`config.mk`:
```
export PLATFORM = sky130hd
export DESIGN_NAME = ledmx_serial_regs
export DESIGN_NICKNAME = d
export VERILOG_FILES = /design/src/ledmx_pkg.sv /design/src/ledmx_blink_timer.sv /design/src/ledmx_serial_regs.sv
export SDC_FILE = /design/constraint.sdc
export NUM_CORES = 1
export LEC_CHECK = 0
export BUFFER_PORTS_ARGS = -buffer_cell sky130_fd_sc_hd__buf_2
export CAP_MARGIN = 5
export CORE_MARGIN = 2
export CORE_UTILIZATION = 26
export DETAILED_ROUTE_END_ITERATION = 16
export HOLD_SLACK_MARGIN = 0.08
export SLEW_MARGIN = 20
export SYNTH_ARGS = -nofsm -noshare
export SYNTH_HDL_FRONTEND = slang
export SYNTH_SLANG_ARGS = --single-unit
```
`constraint.sdc`:
```
create_clock -name clk -period 6.2 [get_ports clk]
set_clock_uncertainty 0.15 [all_clocks]
set_input_delay 0.93 -clock clk [delete_from_list [all_inputs] [get_ports clk]]
set_output_delay 0.93 -clock clk [all_outputs]
set_load 0.03 [all_outputs]
```
`src/ledmx_pkg.sv`:
```
// Shared constants and types for the dot-matrix serial register block
package ledmx_pkg;
	localparam int        NUM_DIGITS     = 4;
	localparam int        CHAR_W         = 7;
	// Synchroniser lane positions
	localparam int        PIN_SCL        = 0;
	localparam int        PIN_SDA        = 1;
	localparam int        PIN_STRAP_HI   = 2;
	localparam int        PIN_STRAP_LO   = 3;
	localparam int        PIN_MUX        = 4;
	localparam int        PIN_COUNT      = 5;
	// Slave address
	localparam logic [2:0] SLAVE_FIXED   = 3'h5;
	// Command addresses (bit 7 of the command byte is ignored)
	localparam logic [6:0] CMD_CONFIG    = 7'h04;
	localparam logic [6:0] CMD_FONT      = 7'h05;
	localparam logic [6:0] CMD_HOLD      = 7'h7f;
	localparam logic [1:0] GRP_A         = 2'h1;
	localparam logic [1:0] GRP_B         = 2'h2;
	localparam logic [1:0] GRP_BOTH      = 2'h3;
	// Configuration register fields
	localparam int        CFG_S_BIT      = 0;
	localparam int        CFG_B_BIT      = 2;
	localparam int        CFG_E_BIT      = 3;
	localparam int        CFG_T_BIT      = 4;
	localparam int        CFG_R_BIT      = 5;
	localparam int        CFG_P_BIT      = 7;
	localparam logic [7:0] CFG_STORE_MASK = 8'h0d;
	// Reset values
	localparam logic [7:0] CFG_RESET     = 8'h00;
	localparam logic [7:0] CMD_RESET     = 8'h00;
	localparam logic [7:0] DIGIT_RESET   = 8'h20;
	localparam logic [7:0] FONT_PTR_RESET = 8'h80;
	// Bit counter marks
	localparam logic [3:0] BIT_LAST      = 4'h8;
	localparam logic [3:0] BIT_ACK       = 4'h9;
	// Blink timing in multiplex clock ticks
	localparam int        MUX_REF_HZ     = 4000000;
	localparam int        SLOW_PHASE_MS  = 1000;
	localparam int        FAST_PHASE_MS  = 500;
	localparam int        BLINK_SLOW_TICKS = MUX_REF_HZ / 1000 * SLOW_PHASE_MS;
	localparam int        BLINK_FAST_TICKS = MUX_REF_HZ / 1000 * FAST_PHASE_MS;
	localparam int        BLINK_CNT_W    = 23;

	typedef enum logic [1:0] {
		ST_IDLE,
		ST_ADDR,
		ST_WRITE,
		ST_READ
	} ledmx_state_t;
endpackage : ledmx_pkg

```
`src/ledmx_blink_timer.sv`:
```
// Blink phase generator counting multiplex clock ticks
`timescale 1ns/10ps
module ledmx_blink_timer
	import ledmx_pkg::*;
#(
	parameter int SLOW_TICKS = BLINK_SLOW_TICKS,
	parameter int FAST_TICKS = BLINK_FAST_TICKS
) (
	input  wire logic clk,     // System clock
	input  wire logic srst,    // Synchronous reset
	input  wire logic tick,    // One multiplex clock edge
	input  wire logic fast,    // Fast blink select
	input  wire logic restart, // Restart blink timing
	output logic      phase    // Current blink plane
);
	logic [BLINK_CNT_W-1:0] cnt_q;
	logic [BLINK_CNT_W-1:0] cnt_d;
	logic                   phase_d;
	logic [BLINK_CNT_W-1:0] lastCnt;

	always_comb begin
		lastCnt = fast ? BLINK_CNT_W'(FAST_TICKS - 1)
			: BLINK_CNT_W'(SLOW_TICKS - 1);
		cnt_d = cnt_q;
		phase_d = phase;
		if (restart) begin
			cnt_d = '0;
			phase_d = 1'b0;
		end else if (tick) begin
			if (cnt_q >= lastCnt) begin
				cnt_d = '0;
				phase_d = ~phase;
			end else begin
				cnt_d = cnt_q + BLINK_CNT_W'(1);
			end
		end
	end

	always_ff @(posedge clk) begin
		if (srst) begin
			cnt_q <= '0;
			phase <= 1'b0;
		end else begin
			cnt_q <= cnt_d;
			phase <= phase_d;
		end
	end
endmodule : ledmx_blink_timer

```
`src/ledmx_serial_regs.sv`:
```
// Two-wire slave, command pointer, digit planes and blink control
// Notes on behaviour
// - Write: address, then command byte first
// - Stop after command byte only stores pointer
// - First data byte goes to pointed register
// - Further bytes go onward, pointer advancing
// - Read from pointer, advance after each byte
// - Normal addresses increment after each access
// - Font address: command holds, font pointer steps
// - Top address 7f holds without wrapping
// - Two planes of four digits, both writable
// - Blink off: scan plane A only
// - Blink on: alternate planes each blink phase
// - Low seven bits index character generator
// - Bit seven set inverts digit pixels
// - Blink period from mux clock and rate
// - Reset clears controls, blanks, enters shutdown
// - Config bit 0: shutdown low, run high
// - Writes allowed in shutdown; test overrides
// - Strap pins form address bits 3..0
// - Config: shutdown, rate, enable, clear, restart
// - Upper address bits fixed at 101
// - Bit after address selects read or write
// - Config bit 3 enables blinking globally
`timescale 1ns/10ps
module ledmx_serial_regs
	import ledmx_pkg::*;
#(
	parameter int SLOW_TICKS = BLINK_SLOW_TICKS,
	parameter int FAST_TICKS = BLINK_FAST_TICKS
) (
	input  wire logic                     clk,           // 125 MHz clock
	input  wire logic                     srst,          // Sync reset
	input  wire logic                     sclIn,         // Serial clock pin
	input  wire logic                     sdaIn,         // Serial data pin
	output logic                          sdaOut,        // Data drive level
	output logic                          sdaOe,         // Pulls data low
	input  wire logic                     addrStrapHigh, // Strap, bits 3..2
	input  wire logic                     addrStrapLow,  // Strap, bits 1..0
	input  wire logic                     muxClockIn,    // Multiplex clock
	input  wire logic                     displayTest,   // Test mode level
	output logic [NUM_DIGITS*CHAR_W-1:0]  digitIndex,    // Glyph per digit
	output logic [NUM_DIGITS-1:0]         digitInvert,   // Invert per digit
	output logic                          displayOn,     // Driver enabled
	output logic                          blinkPhase     // Blink clock phase
);
	function automatic logic [7:0] nextPtr(input logic [7:0] c);
		if (c[6:0] == CMD_FONT || c[6:0] == CMD_HOLD) begin
			return c;
		end
		return {c[7], c[6:0] + 7'h01};
	endfunction : nextPtr

	function automatic logic planeHit(input logic [6:0] a,
		input logic [1:0] grp);
		return a[6:5] == grp && a[4:2] == 3'h0;
	endfunction : planeHit

	function automatic logic [1:0] strapCode(input logic hiS,
		input logic sdaLoS, input logic sclLoS);
		if (!hiS) begin
			return 2'h0;
		end else if (!sdaLoS) begin
			return 2'h2;
		end else if (!sclLoS) begin
			return 2'h3;
		end
		return 2'h1;
	endfunction : strapCode

	// Pin synchronisers
	logic [PIN_COUNT-1:0] syncA_q;
	logic [PIN_COUNT-1:0] syncB_q;
	logic [PIN_COUNT-1:0] prev_q;

	always_ff @(posedge clk) begin
		if (srst) begin
			syncA_q <= '1;
			syncB_q <= '1;
			prev_q  <= '1;
		end else begin
			syncA_q <= {muxClockIn, addrStrapLow, addrStrapHigh, sdaIn,
				sclIn};
			syncB_q <= syncA_q;
			prev_q  <= syncB_q;
		end
	end

	logic sclS;
	logic sdaS;
	logic sclRise;
	logic sclFall;
	logic startDet;
	logic stopDet;
	logic muxTick;

	assign sclS     = syncB_q[PIN_SCL];
	assign sdaS     = syncB_q[PIN_SDA];
	assign sclRise  = sclS && !prev_q[PIN_SCL];
	assign sclFall  = !sclS && prev_q[PIN_SCL];
	assign startDet = sclS && prev_q[PIN_SCL] && prev_q[PIN_SDA] && !sdaS;
	assign stopDet  = sclS && prev_q[PIN_SCL] && !prev_q[PIN_SDA] && sdaS;
	assign muxTick  = syncB_q[PIN_MUX] && !prev_q[PIN_MUX];

	// Strap decode: each strap is seen against the bus lines it may follow
	logic [1:0] hiS_q;
	logic [1:0] hiS_d;
	logic [1:0] sdaLoS_q;
	logic [1:0] sdaLoS_d;
	logic [1:0] sclLoS_q;
	logic [1:0] sclLoS_d;
	logic [1:0] strapNow;
	logic [6:0] slaveAddr;

	assign strapNow = {syncB_q[PIN_STRAP_HI], syncB_q[PIN_STRAP_LO]};

	always_comb begin
		hiS_d    = hiS_q;
		sdaLoS_d = sdaLoS_q;
		sclLoS_d = sclLoS_q;
		if (sclS && sdaS) begin
			hiS_d = strapNow;
		end
		if (sclS && !sdaS) begin
			sdaLoS_d = strapNow;
		end
		if (!sclS) begin
			sclLoS_d = strapNow;
		end
		slaveAddr = {SLAVE_FIXED,
			strapCode(hiS_q[1], sdaLoS_q[1], sclLoS_q[1]),
			strapCode(hiS_q[0], sdaLoS_q[0], sclLoS_q[0])};
	end

	always_ff @(posedge clk) begin
		if (srst) begin
			hiS_q    <= 2'h3;
			sdaLoS_q <= 2'h3;
			sclLoS_q <= 2'h3;
		end else begin
			hiS_q    <= hiS_d;
			sdaLoS_q <= sdaLoS_d;
			sclLoS_q <= sclLoS_d;
		end
	end

	// Protocol engine and register file
	ledmx_state_t state_q;
	ledmx_state_t state_d;
	logic [3:0]   bitCnt_q;
	logic [3:0]   bitCnt_d;
	logic [7:0]   shift_q;
	logic [7:0]   shift_d;
	logic         sdaDrv_q;
	logic         sdaDrv_d;
	logic         rw_q;
	logic         rw_d;
	logic         first_q;
	logic         first_d;
	logic [7:0]   cmd_q;
	logic [7:0]   cmd_d;
	logic [7:0]   font_q;
	logic [7:0]   font_d;
	logic [7:0]   cfg_q;
	logic [7:0]   cfg_d;
	logic [7:0]   planeA_q [NUM_DIGITS];
	logic [7:0]   planeA_d [NUM_DIGITS];
	logic [7:0]   planeB_q [NUM_DIGITS];
	logic [7:0]   planeB_d [NUM_DIGITS];
	logic         wrEn;
	logic         access;
	logic         blinkRestart;
	logic [7:0]   readVal;
	logic [6:0]   ptr;

	assign ptr = cmd_q[6:0];

	always_comb begin
		readVal = 8'h00;
		if (ptr == CMD_CONFIG) begin
			readVal = cfg_q;
			readVal[CFG_P_BIT] = blinkPhase;
		end else if (planeHit(ptr, GRP_A)) begin
			readVal = planeA_q[ptr[1:0]];
		end else if (planeHit(ptr, GRP_B)) begin
			readVal = planeB_q[ptr[1:0]];
		end
	end

	always_comb begin
		state_d  = state_q;
		bitCnt_d = bitCnt_q;
		shift_d  = shift_q;
		sdaDrv_d = sdaDrv_q;
		rw_d     = rw_q;
		first_d  = first_q;
		cmd_d    = cmd_q;
		font_d   = font_q;
		cfg_d    = cfg_q;
		planeA_d = planeA_q;
		planeB_d = planeB_q;
		wrEn     = 1'b0;
		access   = 1'b0;
		blinkRestart = 1'b0;
		if (stopDet) begin
			state_d  = ST_IDLE;
			sdaDrv_d = 1'b0;
		end else if (startDet) begin
			state_d  = ST_ADDR;
			bitCnt_d = 4'h0;
			sdaDrv_d = 1'b0;
		end else begin
			case (state_q)
				ST_ADDR: begin
					if (sclRise && bitCnt_q < BIT_LAST) begin
						shift_d  = {shift_q[6:0], sdaS};
						bitCnt_d = bitCnt_q + 4'h1;
					end else if (sclFall && bitCnt_q == BIT_LAST) begin
						if (shift_q[7:1] == slaveAddr) begin
							sdaDrv_d = 1'b1;
							rw_d     = shift_q[0];
							first_d  = 1'b1;
							bitCnt_d = BIT_ACK;
						end else begin
							state_d = ST_IDLE;
						end
					end else if (sclFall && bitCnt_q == BIT_ACK) begin
						sdaDrv_d = 1'b0;
						bitCnt_d = 4'h0;
						if (rw_q) begin
							state_d  = ST_READ;
							shift_d  = readVal;
							sdaDrv_d = ~readVal[7];
							access   = 1'b1;
						end else begin
							state_d = ST_WRITE;
						end
					end
				end
				ST_WRITE: begin
					if (sclRise && bitCnt_q < BIT_LAST) begin
						shift_d  = {shift_q[6:0], sdaS};
						bitCnt_d = bitCnt_q + 4'h1;
					end else if (sclFall && bitCnt_q == BIT_LAST) begin
						sdaDrv_d = 1'b1;
						bitCnt_d = BIT_ACK;
						if (first_q) begin
							cmd_d   = shift_q;
							first_d = 1'b0;
						end else begin
							wrEn   = 1'b1;
							access = 1'b1;
						end
					end else if (sclFall && bitCnt_q == BIT_ACK) begin
						sdaDrv_d = 1'b0;
						bitCnt_d = 4'h0;
					end
				end
				ST_READ: begin
					if (sclRise && bitCnt_q < BIT_LAST) begin
						shift_d  = {shift_q[6:0], 1'b0};
						bitCnt_d = bitCnt_q + 4'h1;
					end else if (sclRise && bitCnt_q == BIT_LAST) begin
						if (sdaS) begin
							state_d = ST_IDLE;
						end else begin
							bitCnt_d = BIT_ACK;
						end
					end else if (sclFall && bitCnt_q == BIT_LAST) begin
						sdaDrv_d = 1'b0;
					end else if (sclFall && bitCnt_q == BIT_ACK) begin
						bitCnt_d = 4'h0;
						shift_d  = readVal;
						sdaDrv_d = ~readVal[7];
						access   = 1'b1;
					end else if (sclFall) begin
						sdaDrv_d = ~shift_q[7];
					end
				end
				ST_IDLE: begin
					sdaDrv_d = 1'b0;
				end
				default: begin
					state_d  = ST_IDLE;
					sdaDrv_d = 1'b0;
				end
			endcase
		end
		if (wrEn) begin
			if (ptr == CMD_CONFIG) begin
				cfg_d = shift_q & CFG_STORE_MASK;
				if (shift_q[CFG_R_BIT]) begin
					for (int i = 0; i < NUM_DIGITS; i++) begin
						planeA_d[i] = DIGIT_RESET;
						planeB_d[i] = DIGIT_RESET;
					end
				end
				blinkRestart = shift_q[CFG_T_BIT];
			end
			if (planeHit(ptr, GRP_A) || planeHit(ptr, GRP_BOTH)) begin
				planeA_d[ptr[1:0]] = shift_q;
			end
			if (planeHit(ptr, GRP_B) || planeHit(ptr, GRP_BOTH)) begin
				planeB_d[ptr[1:0]] = shift_q;
			end
		end
		if (access) begin
			cmd_d = nextPtr(cmd_q);
			if (ptr == CMD_FONT) begin
				font_d = {1'b1, font_q[6:0] + 7'h01};
			end
		end
	end

	always_ff @(posedge clk) begin
		if (srst) begin
			state_q  <= ST_IDLE;
			bitCnt_q <= 4'h0;
			shift_q  <= 8'h00;
			sdaDrv_q <= 1'b0;
			rw_q     <= 1'b0;
			first_q  <= 1'b0;
			cmd_q    <= CMD_RESET;
			font_q   <= FONT_PTR_RESET;
			cfg_q    <= CFG_RESET;
			for (int i = 0; i < NUM_DIGITS; i++) begin
				planeA_q[i] <= DIGIT_RESET;
				planeB_q[i] <= DIGIT_RESET;
			end
		end else begin
			state_q  <= state_d;
			bitCnt_q <= bitCnt_d;
			shift_q  <= shift_d;
			sdaDrv_q <= sdaDrv_d;
			rw_q     <= rw_d;
			first_q  <= first_d;
			cmd_q    <= cmd_d;
			font_q   <= font_d;
			cfg_q    <= cfg_d;
			planeA_q <= planeA_d;
			planeB_q <= planeB_d;
		end
	end

	assign sdaOut = 1'b0;
	assign sdaOe  = sdaDrv_q;

	ledmx_blink_timer #(
		.SLOW_TICKS (SLOW_TICKS),
		.FAST_TICKS (FAST_TICKS)
	) blinkTimer (
		.clk     (clk),
		.srst    (srst),
		.tick    (muxTick),
		.fast    (cfg_q[CFG_B_BIT]),
		.restart (blinkRestart),
		.phase   (blinkPhase)
	);

	// Display data: plane choice, glyph index and inversion per digit
	logic                         usePlaneB;
	logic [NUM_DIGITS*CHAR_W-1:0] index_d;
	logic [NUM_DIGITS-1:0]        invert_d;
	logic                         on_d;

	assign usePlaneB = cfg_q[CFG_E_BIT] && blinkPhase;
	assign on_d      = cfg_q[CFG_S_BIT] || displayTest;

	for (genvar g = 0; g < NUM_DIGITS; g++) begin : gDigit
		logic [7:0] shown;
		assign shown = usePlaneB ? planeB_q[g] : planeA_q[g];
		assign index_d[g*CHAR_W +: CHAR_W] = shown[6:0];
		assign invert_d[g] = shown[7];
	end

	always_ff @(posedge clk) begin
		if (srst) begin
			digitIndex  <= {NUM_DIGITS{DIGIT_RESET[6:0]}};
			digitInvert <= '0;
			displayOn   <= 1'b0;
		end else begin
			digitIndex  <= index_d;
			digitInvert <= invert_d;
			displayOn   <= on_d;
		end
	end
endmodule : ledmx_serial_regs

```
; ---- Word level (Yosys, flattened, before mapping)
; Index checks and enable logic that the tools add are counted.
[totals]
reg_bits = 169
latch_bits = 0
ram_bits = 0
romBits = 0
in_bits = 8
out_inout_bits = 36
memories = 0
[classes]
addsub = 3
n_mul = 0
div_mod_pow = 0
order_cmp = 4
eq_ne = 46
shift = 0
n_mux = 121
bitwise = 7
n_reduce_logical = 51
[ops]
columns = cell, count
row1 = 32-bit 2-to-1 mux, 8
row2 = 8-bit 2-to-1 mux, 21
row3 = 32-bit bitwise mux, 2
row4 = 7-bit 2-to-1 mux, 8
row5 = 1-bit 2-to-1 mux, 45
row6 = 3-bit inequality test (second input constant), 15
row7 = 4-bit 2-to-1 mux, 11
row8 = 8-bit binary-select mux with 2-bit select, 2
row9 = 2-bit 2-to-1 mux, 15
row10 = 8-bit one-hot mux with 3 select lines, 1
row11 = 23-bit by 1-bit adder with 23-bit output (second input constant), 1
row12 = 23-bit greater-or-equal comparator, 1
row13 = 23-bit 2-to-1 mux, 1
row14 = 22-bit 2-to-1 mux, 1
row15 = 2-bit inequality test (second input constant), 11
row16 = 7-bit AND reduction, 3
row17 = 1-bit logical AND, 19
row18 = 8-bit demux with 2-bit select, 1
row19 = 8-bit AND reduction, 2
row20 = 5-bit inequality test (second input constant), 3
row21 = 7-bit by 3-bit equality test with 1-bit output (second input constant), 2
row22 = 4-bit inequality test (second input constant), 3
row23 = 4-bit one-hot mux with 3 select lines, 1
row24 = 10-bit AND reduction, 1
row25 = 29 further kinds, 54

; ---- Depth between registers and ports, before layout
; Gate-level depths: netlist (run 1).
[depth]
depth_word = 13
ltp_mapped = 11
depth_no_buf = 8

; ---- Hierarchy
; From an unflattened synthesis (run 1), not the netlist that was laid out.
[unflattened]
hier_cells = 913
area_unflattened_um2 = 7817.5
[by_module_without_submodules]
columns = mod, n_inst, cells_per_inst, area_each_um2, seq_area_each_um2
row1 = ledmx_serial_regs, 1, 765, 6526.3, 2862.7
row2 = ledmx_blink_timer, 1, 148, 1291.2, 480.5

; ---- Worst setup path after synthesis (run 1)
; Ideal clock, no wire load.
[synth_timing]
path_kind = flip-flop to flip-flop
startpoint = reg cfg_q[2]
endpoint = reg blinkTimer.cnt_q[0]
setup_time_ns = 0.115
arrival_time_ns = 1.971
required_ns = 5.935
path_slack_ns = 3.964
stages_incl_launch_ff = 10
n_path_buf = 1
cell_sequence = dfxtp_1 inv_1 ha_1 nor4bb_1 nand3_1 a211oi_1 o31ai_4 nand2b_2 buf_6 nor2_1
[synth_via]
elab_chain_cells = 3
[synth_lines]
columns = element, line
row1 = start: declaration, ledmx_serial_regs.sv:164  ; logic [7:0] cfg_q;
row2 = start signal: assignment, ledmx_serial_regs.sv:339  ; cfg_q <= cfg_d;
row3 = 22-bit 2-to-1 mux, ledmx_blink_timer.sv:22  ; lastCnt = fast ? BLINK_CNT_W'(FAST_TICKS - 1)
row4 = 23-bit greater-or-equal comparator, ledmx_blink_timer.sv:30  ; if (cnt_q >= lastCnt) begin
row5 = 23-bit 2-to-1 mux, ledmx_blink_timer.sv:30
row6 = end signal: assignment, ledmx_blink_timer.sv:44  ; cnt_q <= cnt_d;
row7 = end: declaration, ledmx_blink_timer.sv:16  ; logic [BLINK_CNT_W-1:0] cnt_q;
; Every way passes these cells.
; A chain may end at the register's enable or synchronous reset.

; ---- Final worst setup path (run 1)
[layout_timing]
startpoint = reg cfg_q[2]
endpoint = reg blinkTimer.cnt_q[2]
; The elaborated chain is that of the path after synthesis.

==> metrics.txt, run 1 <==
status complete, no violations; final instance area ~0.0089 mm2; Total GRT Usage 0.1302; adder-cell area share of the yosys netlist 0.03055; Min-Delay Path Class reg -> reg; syn nets between 900 and 1,000; crit path cell chain inv_1 > ha_1 > nor4bb_1 > nand3_1 > a211oi_1 > o31ai_4 > nand2b_2 > nor2_1; Post-synth EDFFs 0; Worst EP arrival 2.94 ns; CTS Hold Buffers Added 0; hold path cells 1; Slew @ Worst Pin roughly 0.90 ns; r2r endpoint blinkTimer.cnt_q[2]; power per cell area ~270 mW/mm2; worst reg2reg setup slack ~3.4 ns; area grow syn2layout 14.24%; Setup Fix Bufs, Post-CTS 0; dpl cell area between 0.008 and 0.009 mm2; Total Power roughly 2.4 mW; combinational family with the most area after synthesis simple AND/OR/NAND/NOR gates; worst stage delay on the critical path approximately 0.48 ns; Synth cell types 74; layout cells sized above 1 0.1556; Avg Cell Area, Syn 8.824 um2; Vias/cell roughly 5; Slew Limit Fails 0; worst reg-to-reg path cell count 8; Levels on crit path 8; Hold Crit Start syncA_q[1]; deepest clock path buffer count 2; IO Count 44; post-synthesis sequential area ratio 0.4296; Pre-Repair DR Iteration Count 5; CTS Buf Count 17; Critical-path top delay cell a211oi_1; die height ~180 um; clk slew on worst S/H paths around 0.070 ns; core area approximately 0.03 mm2; footprint of the multi-input gates between 0.004 and 0.005 mm2; Most used DFF post-synth dfxtp_1; YS warnings 0; Hold Violations, Final 0; xor/xnor share of the synthesized area 0.02926; setup ws final around 3.4 ns; ANT nets after route 0; post-layout util 0.3008; most frequent cells in the layout dfxtp_1 (166), nand2_1 (122), nor2_1 (108), a21oi_1 (70), a22oi_1 (54); vias in the first global route around 6,100; Worst VDD drop 0.1744 mV; largest net degree at the start of global routing roughly 90; Core Rows 63; Setup WS pre-CTS ~3.2 ns; crit path max fanout 22; CTS resizes 0; Setup Crit Path Kind reg -> reg; die area around 0.031 mm2; Leak roughly 3.2 nW; crit path buf inv count 1; Cell Area, Synth just under 0.008 mm2; grt total ovfl 0; RR Startpoint cfg_q[2]; Synth Area in Compound Gates 0.1648; initial antenna violation count 0; Initial Util 0.2633; mux share of post-synthesis cell area 0.06817; setup TNS 0 ns; MaxCap Viol Count 0; number of clock sinks ~170; RSZ-0062 raised after global routing no; Async SR Flop Fraction 0; HPWL after DPL 13,720 um; final worst path period need approximately 2.8 ns; routed wire length 19,930 um; fin cells 1,296; vias about 6,400; CTS tree yes; Hold Path End syncB_q[1]; Tcrit/Tclk final 0.4496; first-pass GRT wire length 32,620 um; kind of start point of the critical path flip-flop; Simple-Gate Fraction of Synth Area 0.2346; Worst Setup End Kind flip-flop; placed instance count ~1,300; Cells after Synth roughly 900; clock latency on the worst-skew pair approximately 0.44 ns; Fillers approximately 3,200; DR WL/cell 15.38 um; hold_ws between 0.2 and 0.3 ns; relative slew slack 0.4029; Nets 920; GPL Wtd Cong approximately 0.85; Root Buffer clkbuf_16; # diodes 0; chip width ~180 um; worst endpoint required time between 6 and 7 ns; register bit count reported by yosys 167; commonest non-fill, non-tap cell in the layout dfxtp_1; IO Port Bufs 42; setup violators final 0; number of DRC markers in iteration 0 631; htree depth 4; Fmax roughly 0.36 GHz; Worst path top cell family by delay simple AND/OR/NAND/NOR gates; # DRC 0; Reg area approximately 0.0033 mm2
-- where the power goes --
part,switching [mW],internal [mW]
Combinational,0.104,0.0664
Sequential,0.0630,1.09
Clock,0.522,0.552
Total,0.689,1.71
-- sequential cells by signal (all words and copies together) (netlist names), 3 cells and up, named ones only --
name	count
bitCnt_q	4
blinkTimer.cnt_q	23
cfg_q	3
cmd_q	7
digitIndex	28
digitInvert	4
planeA_q	31
planeB_q	31
prev_q	3
shift_q	8
syncA_q	5
syncB_q	5
-- cell usage after synthesis (all sizes together) (16+ instances only) --
cell type	count	area share
nor2	110	0.054
inv	23	0.011
dfxtp	167	0.43
nand3	47	0.030
a22oi	54	0.052
ha	19	0.031
nand2	124	0.060
nor3	18	0.019
mux2i	17	0.022
xor2	21	0.024
a21oi	70	0.045
clkbuf	42	0.020
or2	19	0.015
mux4	16	0.046
-- area by class of cell --
cell class | instances | share of cell area
Inverter | 23 | 0.009710
Timing Repair Buffer | 46 | 0.02730
Multi-Input combinational cell | 638 | 0.4620
Clock buffer | 17 | 0.04785
Sequential cell | 167 | 0.3762
Tap cell | 390 | 0.05488
Clock inverter | 15 | 0.02209
-- worst max path at each step --
stage                                end     start  slack, ns
floorplan            blinkTimer.cnt_q[0]  cfg_q[2]       3.96
global placement     blinkTimer.cnt_q[0]  cmd_q[0]       3.27
detailed placement  blinkTimer.cnt_q[21]  cmd_q[0]       3.18
CTS                  blinkTimer.cnt_q[3]  cmd_q[0]       3.16
global route        blinkTimer.cnt_q[21]  cfg_q[2]       3.12
finish               blinkTimer.cnt_q[2]  cfg_q[2]       3.41
-- cells by family after synthesis --
logic type | after synthesis
simple gates | 372
compound gates | 187
flops | 167
buf+inv | 77
mux | 33
xor+xnor | 26
fa+ha+maj | 19
other cells | 1
-- routing by layer --
metal,global-route usage,up-vias,part of all wire
li1,-,3144,-
met1,0.1783,3112,0.48
met2,0.2038,163,0.46
met3,0.02728,16,0.051
met4,0.04201,0,0.014
met5,0,-,0
(Power assumes the default switching activity.)
==> run 2, diff against run 1 <==
clock period = 2.6 ns   (was 6.2 ns; I/O delays follow)
==> run 2 against run 1 <==
  * Clock power grew to 2.6 times the previous value
  * Sequential power grew 130%
  * Fmax grew 15%
  * Cell area grew 4.5%
  * Critical path type unchanged
  * Critical endpoint is now cmd_q[4]
  * Global-route usage grew 0.42 points
  * Routed wire length grew 3.3%
  * Register-to-register slack lost 3.2 ns
  * Critical path depth grew 1
  * Non-clock buffer count grew 40
==> metrics.txt, run 2 (synthesized netlist as in run 1, its figures left out) <==
status complete, no violations; Fmax roughly 0.4 GHz; relative slew slack 0.5543; dpl cell area approximately 0.0086 mm2; clk slew on worst S/H paths approximately 0.070 ns; crit path max fanout 18; area grow syn2layout 19.44%; most frequent cells in the layout dfxtp_1 (165), nand2_1 (122), nor2_1 (108), a21oi_1 (70), a22oi_1 (54); Core Rows 63; Vias/cell approximately 5; Worst Setup End Kind flip-flop; Slew Limit Fails 0; IO Count 44; final worst path period need 2.430 ns; Hold Violations, Final 0; kind of start point of the critical path flip-flop; footprint of the multi-input gates 0.004114 mm2; # diodes 0; power per cell area roughly 650 mW/mm2; die height approximately 180 um; number of DRC markers in iteration 0 between 600 and 700; placed instance count between 1,000 and 1,500; Tcrit/Tclk final 0.9345; Root Buffer clkbuf_16; RSZ-0062 raised after global routing no; initial antenna violation count 0; # DRC 0; Reg area roughly 0.0033 mm2; fin cells approximately 1,300; CTS tree yes; post-layout util 0.3145; GRT busiest layer met2; GR Layer Usage met3 0.03114; Nets 960; Largest regs planeA_q x31, planeB_q x31, digitIndex x28; Leak around 3.4 nW; Fillers slightly above 3,000; setup violators final 0; grt total ovfl 0; htree depth 4; IO Port Bufs 42; worst endpoint required time ~2.8 ns; die area 0.03133 mm2; Setup Fix Bufs, Post-CTS 0; met2 Use GR 0.2085; Initial Util 0.2633; chip width 177.0 um; Total GRT Usage 0.1344; number of clock sinks 167; Pre-Repair DR Iteration Count 5; deepest clock path buffer count 2; HPWL after DPL around 14,000 um; routed wire length 20,590 um; Min-Delay Path Class in -> reg; core area 0.02956 mm2; vias in the first global route around 6,300; clock latency on the worst-skew pair 0.44 ns; setup TNS 0 ns; largest net degree at the start of global routing around 130; Setup Crit Path Kind reg -> reg; final instance area just over 0.009 mm2; Worst EP arrival roughly 2.6 ns; GPL Wtd Cong roughly 0.85; layout cells sized above 1 0.1871; commonest non-fill, non-tap cell in the layout dfxtp_1; CTS Buf Count 17; Worst VDD drop 0.3240 mV; DR WL/cell about 15 um; vias 6,598; met1 usage 0.1790; Slew @ Worst Pin approximately 0.67 ns; MaxCap Viol Count 0; ANT nets after route 0; first-pass GRT wire length 33,170 um
run 2: cell count changes in the layout (fill, tap and decap cells not counted), moves of 2 or more:
cell	previous run	this run
buf_12	0	4
inv_8	5	7
dlygate4sd3_1	0	6
buf_4	5	35
bufinv_16	0	3
clkinv_8	7	2
run 2: power breakdown:
group          switching, mW  leakage [nW]  internal (mW)
clock                   1.21         0.321           1.58
sequential            0.0636          1.35           2.60
combinational          0.349          1.75          0.202
total                   1.63          3.43           4.38
run 2: path summary, 6_finish.rpt:
path,from,to,slack [ns],depth (start not counted)
worst min-delay path,srst,blinkTimer.cnt_q[1],0.24,4
worst max-delay path,state_q[0],cmd_q[4],0.17,9
worst min register to register,syncA_q[4],syncB_q[4],0.26,1
worst max register to register,state_q[0],cmd_q[4],0.17,9
run 2: final cells by class:
cell class | count | share of cell area
flip-flops and latches | 167 | 0.3599
well taps | 390 | 0.05250
repair buffers | 86 | 0.06542
inverters | 23 | 0.009288
clock buffers | 17 | 0.04577
clock inverters | 15 | 0.02450
multi-input cells | 638 | 0.4426
run 2: routing by layer:
layer  up-vias  part of all wire
met1      3175              0.47
li1       3221                 -
met4         0             0.022
met5         -                 0
met3        30             0.050
met2       172              0.46
run 2: repair_timing:
action                                 in CTS  in global routing
resized for setup                           0                  3
endpoints found under the hold margin       6                  0
hold buffers                                6                  0
setup endpoints to repair                   0                 18
run 2: per-stage QoR:
stage	total power, mW	hold slack, ns	worst slack [ns]
3_5_place_dp	3.264	0.2474	0.1250
3_3_place_gp	3.262	0.2466	0.1679
4_1_cts	6.069	0.2128	0.1052
6_report	6.009	0.2355	0.1704
2_1_floorplan	3.097	0.2395	0.3643
5_1_grt	6.231	0.2360	0.005870
run 2: worst max-delay path: stages, from the launching register on:
cell and delay (ns):
dfxtp_1 0.33, inv_1 0.10, ha_1 0.37, inv_2 0.13
nor4_4 0.39, o21ai_2 0.15, buf_4 0.22, nand2b_1 0.15
and2_0 0.14, o32ai_1 0.20
==> run 3, diff against run 2 <==
ABC_AREA = 1   (was default)
clock period = 2.5 ns   (was 2.6 ns; I/O delays follow)
==> run 3 against run 2 <==
  * Register-to-register slack better by 0.02 ns
  * Non-clock buffer count down 8
  * Final cell count up 23%
  * Clock power down 4%
  * Sequential share of layout area down 0.79 points
  * Highest routed layer unchanged
  * Cell area up 2.2%
  * Worst hold slack worse by 0.12 ns
  * Critical endpoint is now cmd_q[6]
==> metrics.txt, run 3 <==
status complete, no violations; combinational power share 0.055; Core Rows between 60 and 70; kind of start point of the critical path flip-flop; Avg Cell Area, Syn ~6.8 um2; vias in the first global route 7,513; area leader, netlist dfxtp_1; DR WL/cell 14.46 um; worst stage delay on the critical path approximately 0.45 ns; Reg area roughly 0.0033 mm2; commonest non-fill, non-tap cell in the layout nand2_1; Hold Violations, Final 0; Worst Setup End Kind flip-flop; setup TNS 0 ns; Worst path top cell family by delay simple AND/OR/NAND/NOR gates; core area between 0.03 and 0.04 mm2; sequential power share 0.476; ANT nets after route 0; share of the synthesized area in the top cell type 0.4140; Net Sw Frac 0.2759; Pre-Repair DR Iteration Count 5; Largest regs planeA_q x31, planeB_q x31, digitIndex x28; YS warnings 0; # DRC 0; vias just under 8,000; most frequent cells in the layout nand2_1 (302), dfxtp_1 (167), nor2_1 (140), a21oi_1 (116), inv_1 (106); top area cells in the synthesized netlist dfxtp_1 (41%), nand2_1 (14%), a21oi_1 (7.2%); IO Count 44; largest net degree at the start of global routing 42; commonest cells in the netlist nand2_1 (302), dfxtp_1 (167), nor2_1 (140); syn nets around 1,200; first-pass GRT wire length between 30,000 and 40,000 um; GR Layer Usage met3 0.03375; IO Port Bufs 42; layout cells sized above 1 0.1147; post-synthesis sequential area ratio 0.4140; GPL Wtd Cong between 0.9 and 1; grt total ovfl 0; Min-Delay Path Class in -> reg; CTS resizes 0; dpl cell area between 0.008 and 0.009 mm2; Total GRT Usage 0.1480; MaxCap Viol Count 0; CTS tree yes; crit path max fanout 37; Cells after Synth roughly 1,200; relative slew slack 0.6164; Clock Power Share 0.469; Synth cell types 36; Setup Crit Path Kind reg -> reg; Int Pwr between 4 and 5 mW; CTS Hold Buffers Added 6; Most used DFF post-synth dfxtp_1; initial antenna violation count 0; CTS Buf Count 17; met1 usage 0.1998; Setup Fix Bufs, Post-CTS 0; worst endpoint required time approximately 2.7 ns; Leak between 3 and 4 nW; GRT busiest layer met2; clk slew on worst S/H paths 0.07 ns; die area between 0.03 and 0.04 mm2; crit path cell chain buf_4 > ha_1 > nand2_1 > o2bb2ai_1 > nor2_1 > nor2_1 > nor2_1 > nor2_1; Crit path top cell by count nor2_1; Slew Limit Fails 0; Cell Area, Synth 0.008075 mm2; number of clock sinks around 170; number of DRC markers in iteration 0 605; RSZ-0062 raised after global routing no; power per cell area approximately 600 mW/mm2; setup violators final 0; Psw 1.582 mW; hold_ws between 0.1 and 0.15 ns; Slew @ Worst Pin between 0.5 and 0.6 ns; htree depth 4; final instance area between 0.009 and 0.01 mm2; deepest clock path buffer count 2; area grow syn2layout 17.62%; Async SR Flop Fraction 0; Worst EP arrival ~2.5 ns; Post-synth EDFFs 0; Fmax around 0.43 GHz; Root Buffer clkbuf_16; met2 Use GR 0.2337; Initial Util 0.2640; routed wire length 23,760 um; clock latency on the worst-skew pair 0.45 ns; final worst path period need 2.313 ns; Nets approximately 1,300; chip width around 180 um; Fillers 3,317; Critical-path top delay cell nor2_1; die height 180.2 um; # diodes 0; Worst VDD drop around 0.29 mV; Vias/cell between 4 and 5; crit path buf inv count 1; most frequent cell after synthesis nand2_1; Tcrit/Tclk final 0.9253; HPWL after DPL 16,540 um; register bit count reported by yosys approximately 170; footprint of the multi-input gates 0.004106 mm2
-- run 3: stage by stage --
stage / cells / utilization / worst slack [ns] / total power, mW
after floorplan: 1182 / - / 0.2361 / 2.993
after global placement: 1605 / 0.2887 / 0.2970 / 3.094
after detailed placement: 1605 / 0.2887 / 0.2868 / 3.097
after CTS: 1643 / 0.3105 / 0.2532 / 5.785
after global routing: 1643 / 0.3105 / 0.02461 / 5.935
final: 1643 / 0.3105 / 0.1867 / 5.735
-- run 3: cell type report --
class	instances	share of cell area
flip-flops and latches	167	0.3520
clock inverters	15	0.01897
clock buffers	17	0.04479
well taps	396	0.05217
multi-input cells	853	0.4324
inverters	117	0.04624
repair buffers	78	0.05348
-- run 3: cells by family after synthesis --
family / share of synthesized area
AND/OR/NAND/NOR: 0.3090
AO/OA/AOI/OAI: 0.1491
flip-flops: 0.4140
buffers and inverters: 0.07747
XOR/XNOR: 0.02061
adder cells (fa/ha/maj): 0.02944
other: 0.0004644
-- run 3: worst register-to-register path: stages, from the launching register on --
cell and delay (ns):
dfxtp_1 0.41, buf_4 0.38, ha_1 0.31, nand2_1 0.07, o2bb2ai_1 0.19, nor2_1 0.07
nor2_1 0.45, nor2_1 0.11, nor2_1 0.11
-- run 3: final timing paths --
path | from | endpoint | slack [ns] | cells after the start
worst max-delay path | cmd_q[0] | cmd_q[6] | 0.19 | 8
worst min-delay path | srst | bitCnt_q[2] | 0.12 | 2
worst max register to register | cmd_q[0] | cmd_q[6] | 0.19 | 8
worst min register to register | syncA_q[3] | syncB_q[3] | 0.26 | 1
-- run 3: layer usage --
| metal | part of all wire | vias to the layer above |
|---|---|---|
| met5 | 0 | - |
| met4 | 0.018 | 0 |
| li1 | - | 3936 |
| met2 | 0.45 | 236 |
| met3 | 0.061 | 38 |
| met1 | 0.47 | 3603 |
-- run 3: power by group through the flow --
stage | registers (mW) | clock network, mW | logic [mW]
floorplan | 2.78 | 0 | 0.211
global placement | 2.79 | 0 | 0.305
detailed placement | 2.79 | 0 | 0.308
CTS | 2.73 | 2.74 | 0.317
global route | 2.73 | 2.85 | 0.356
finish | 2.73 | 2.69 | 0.318
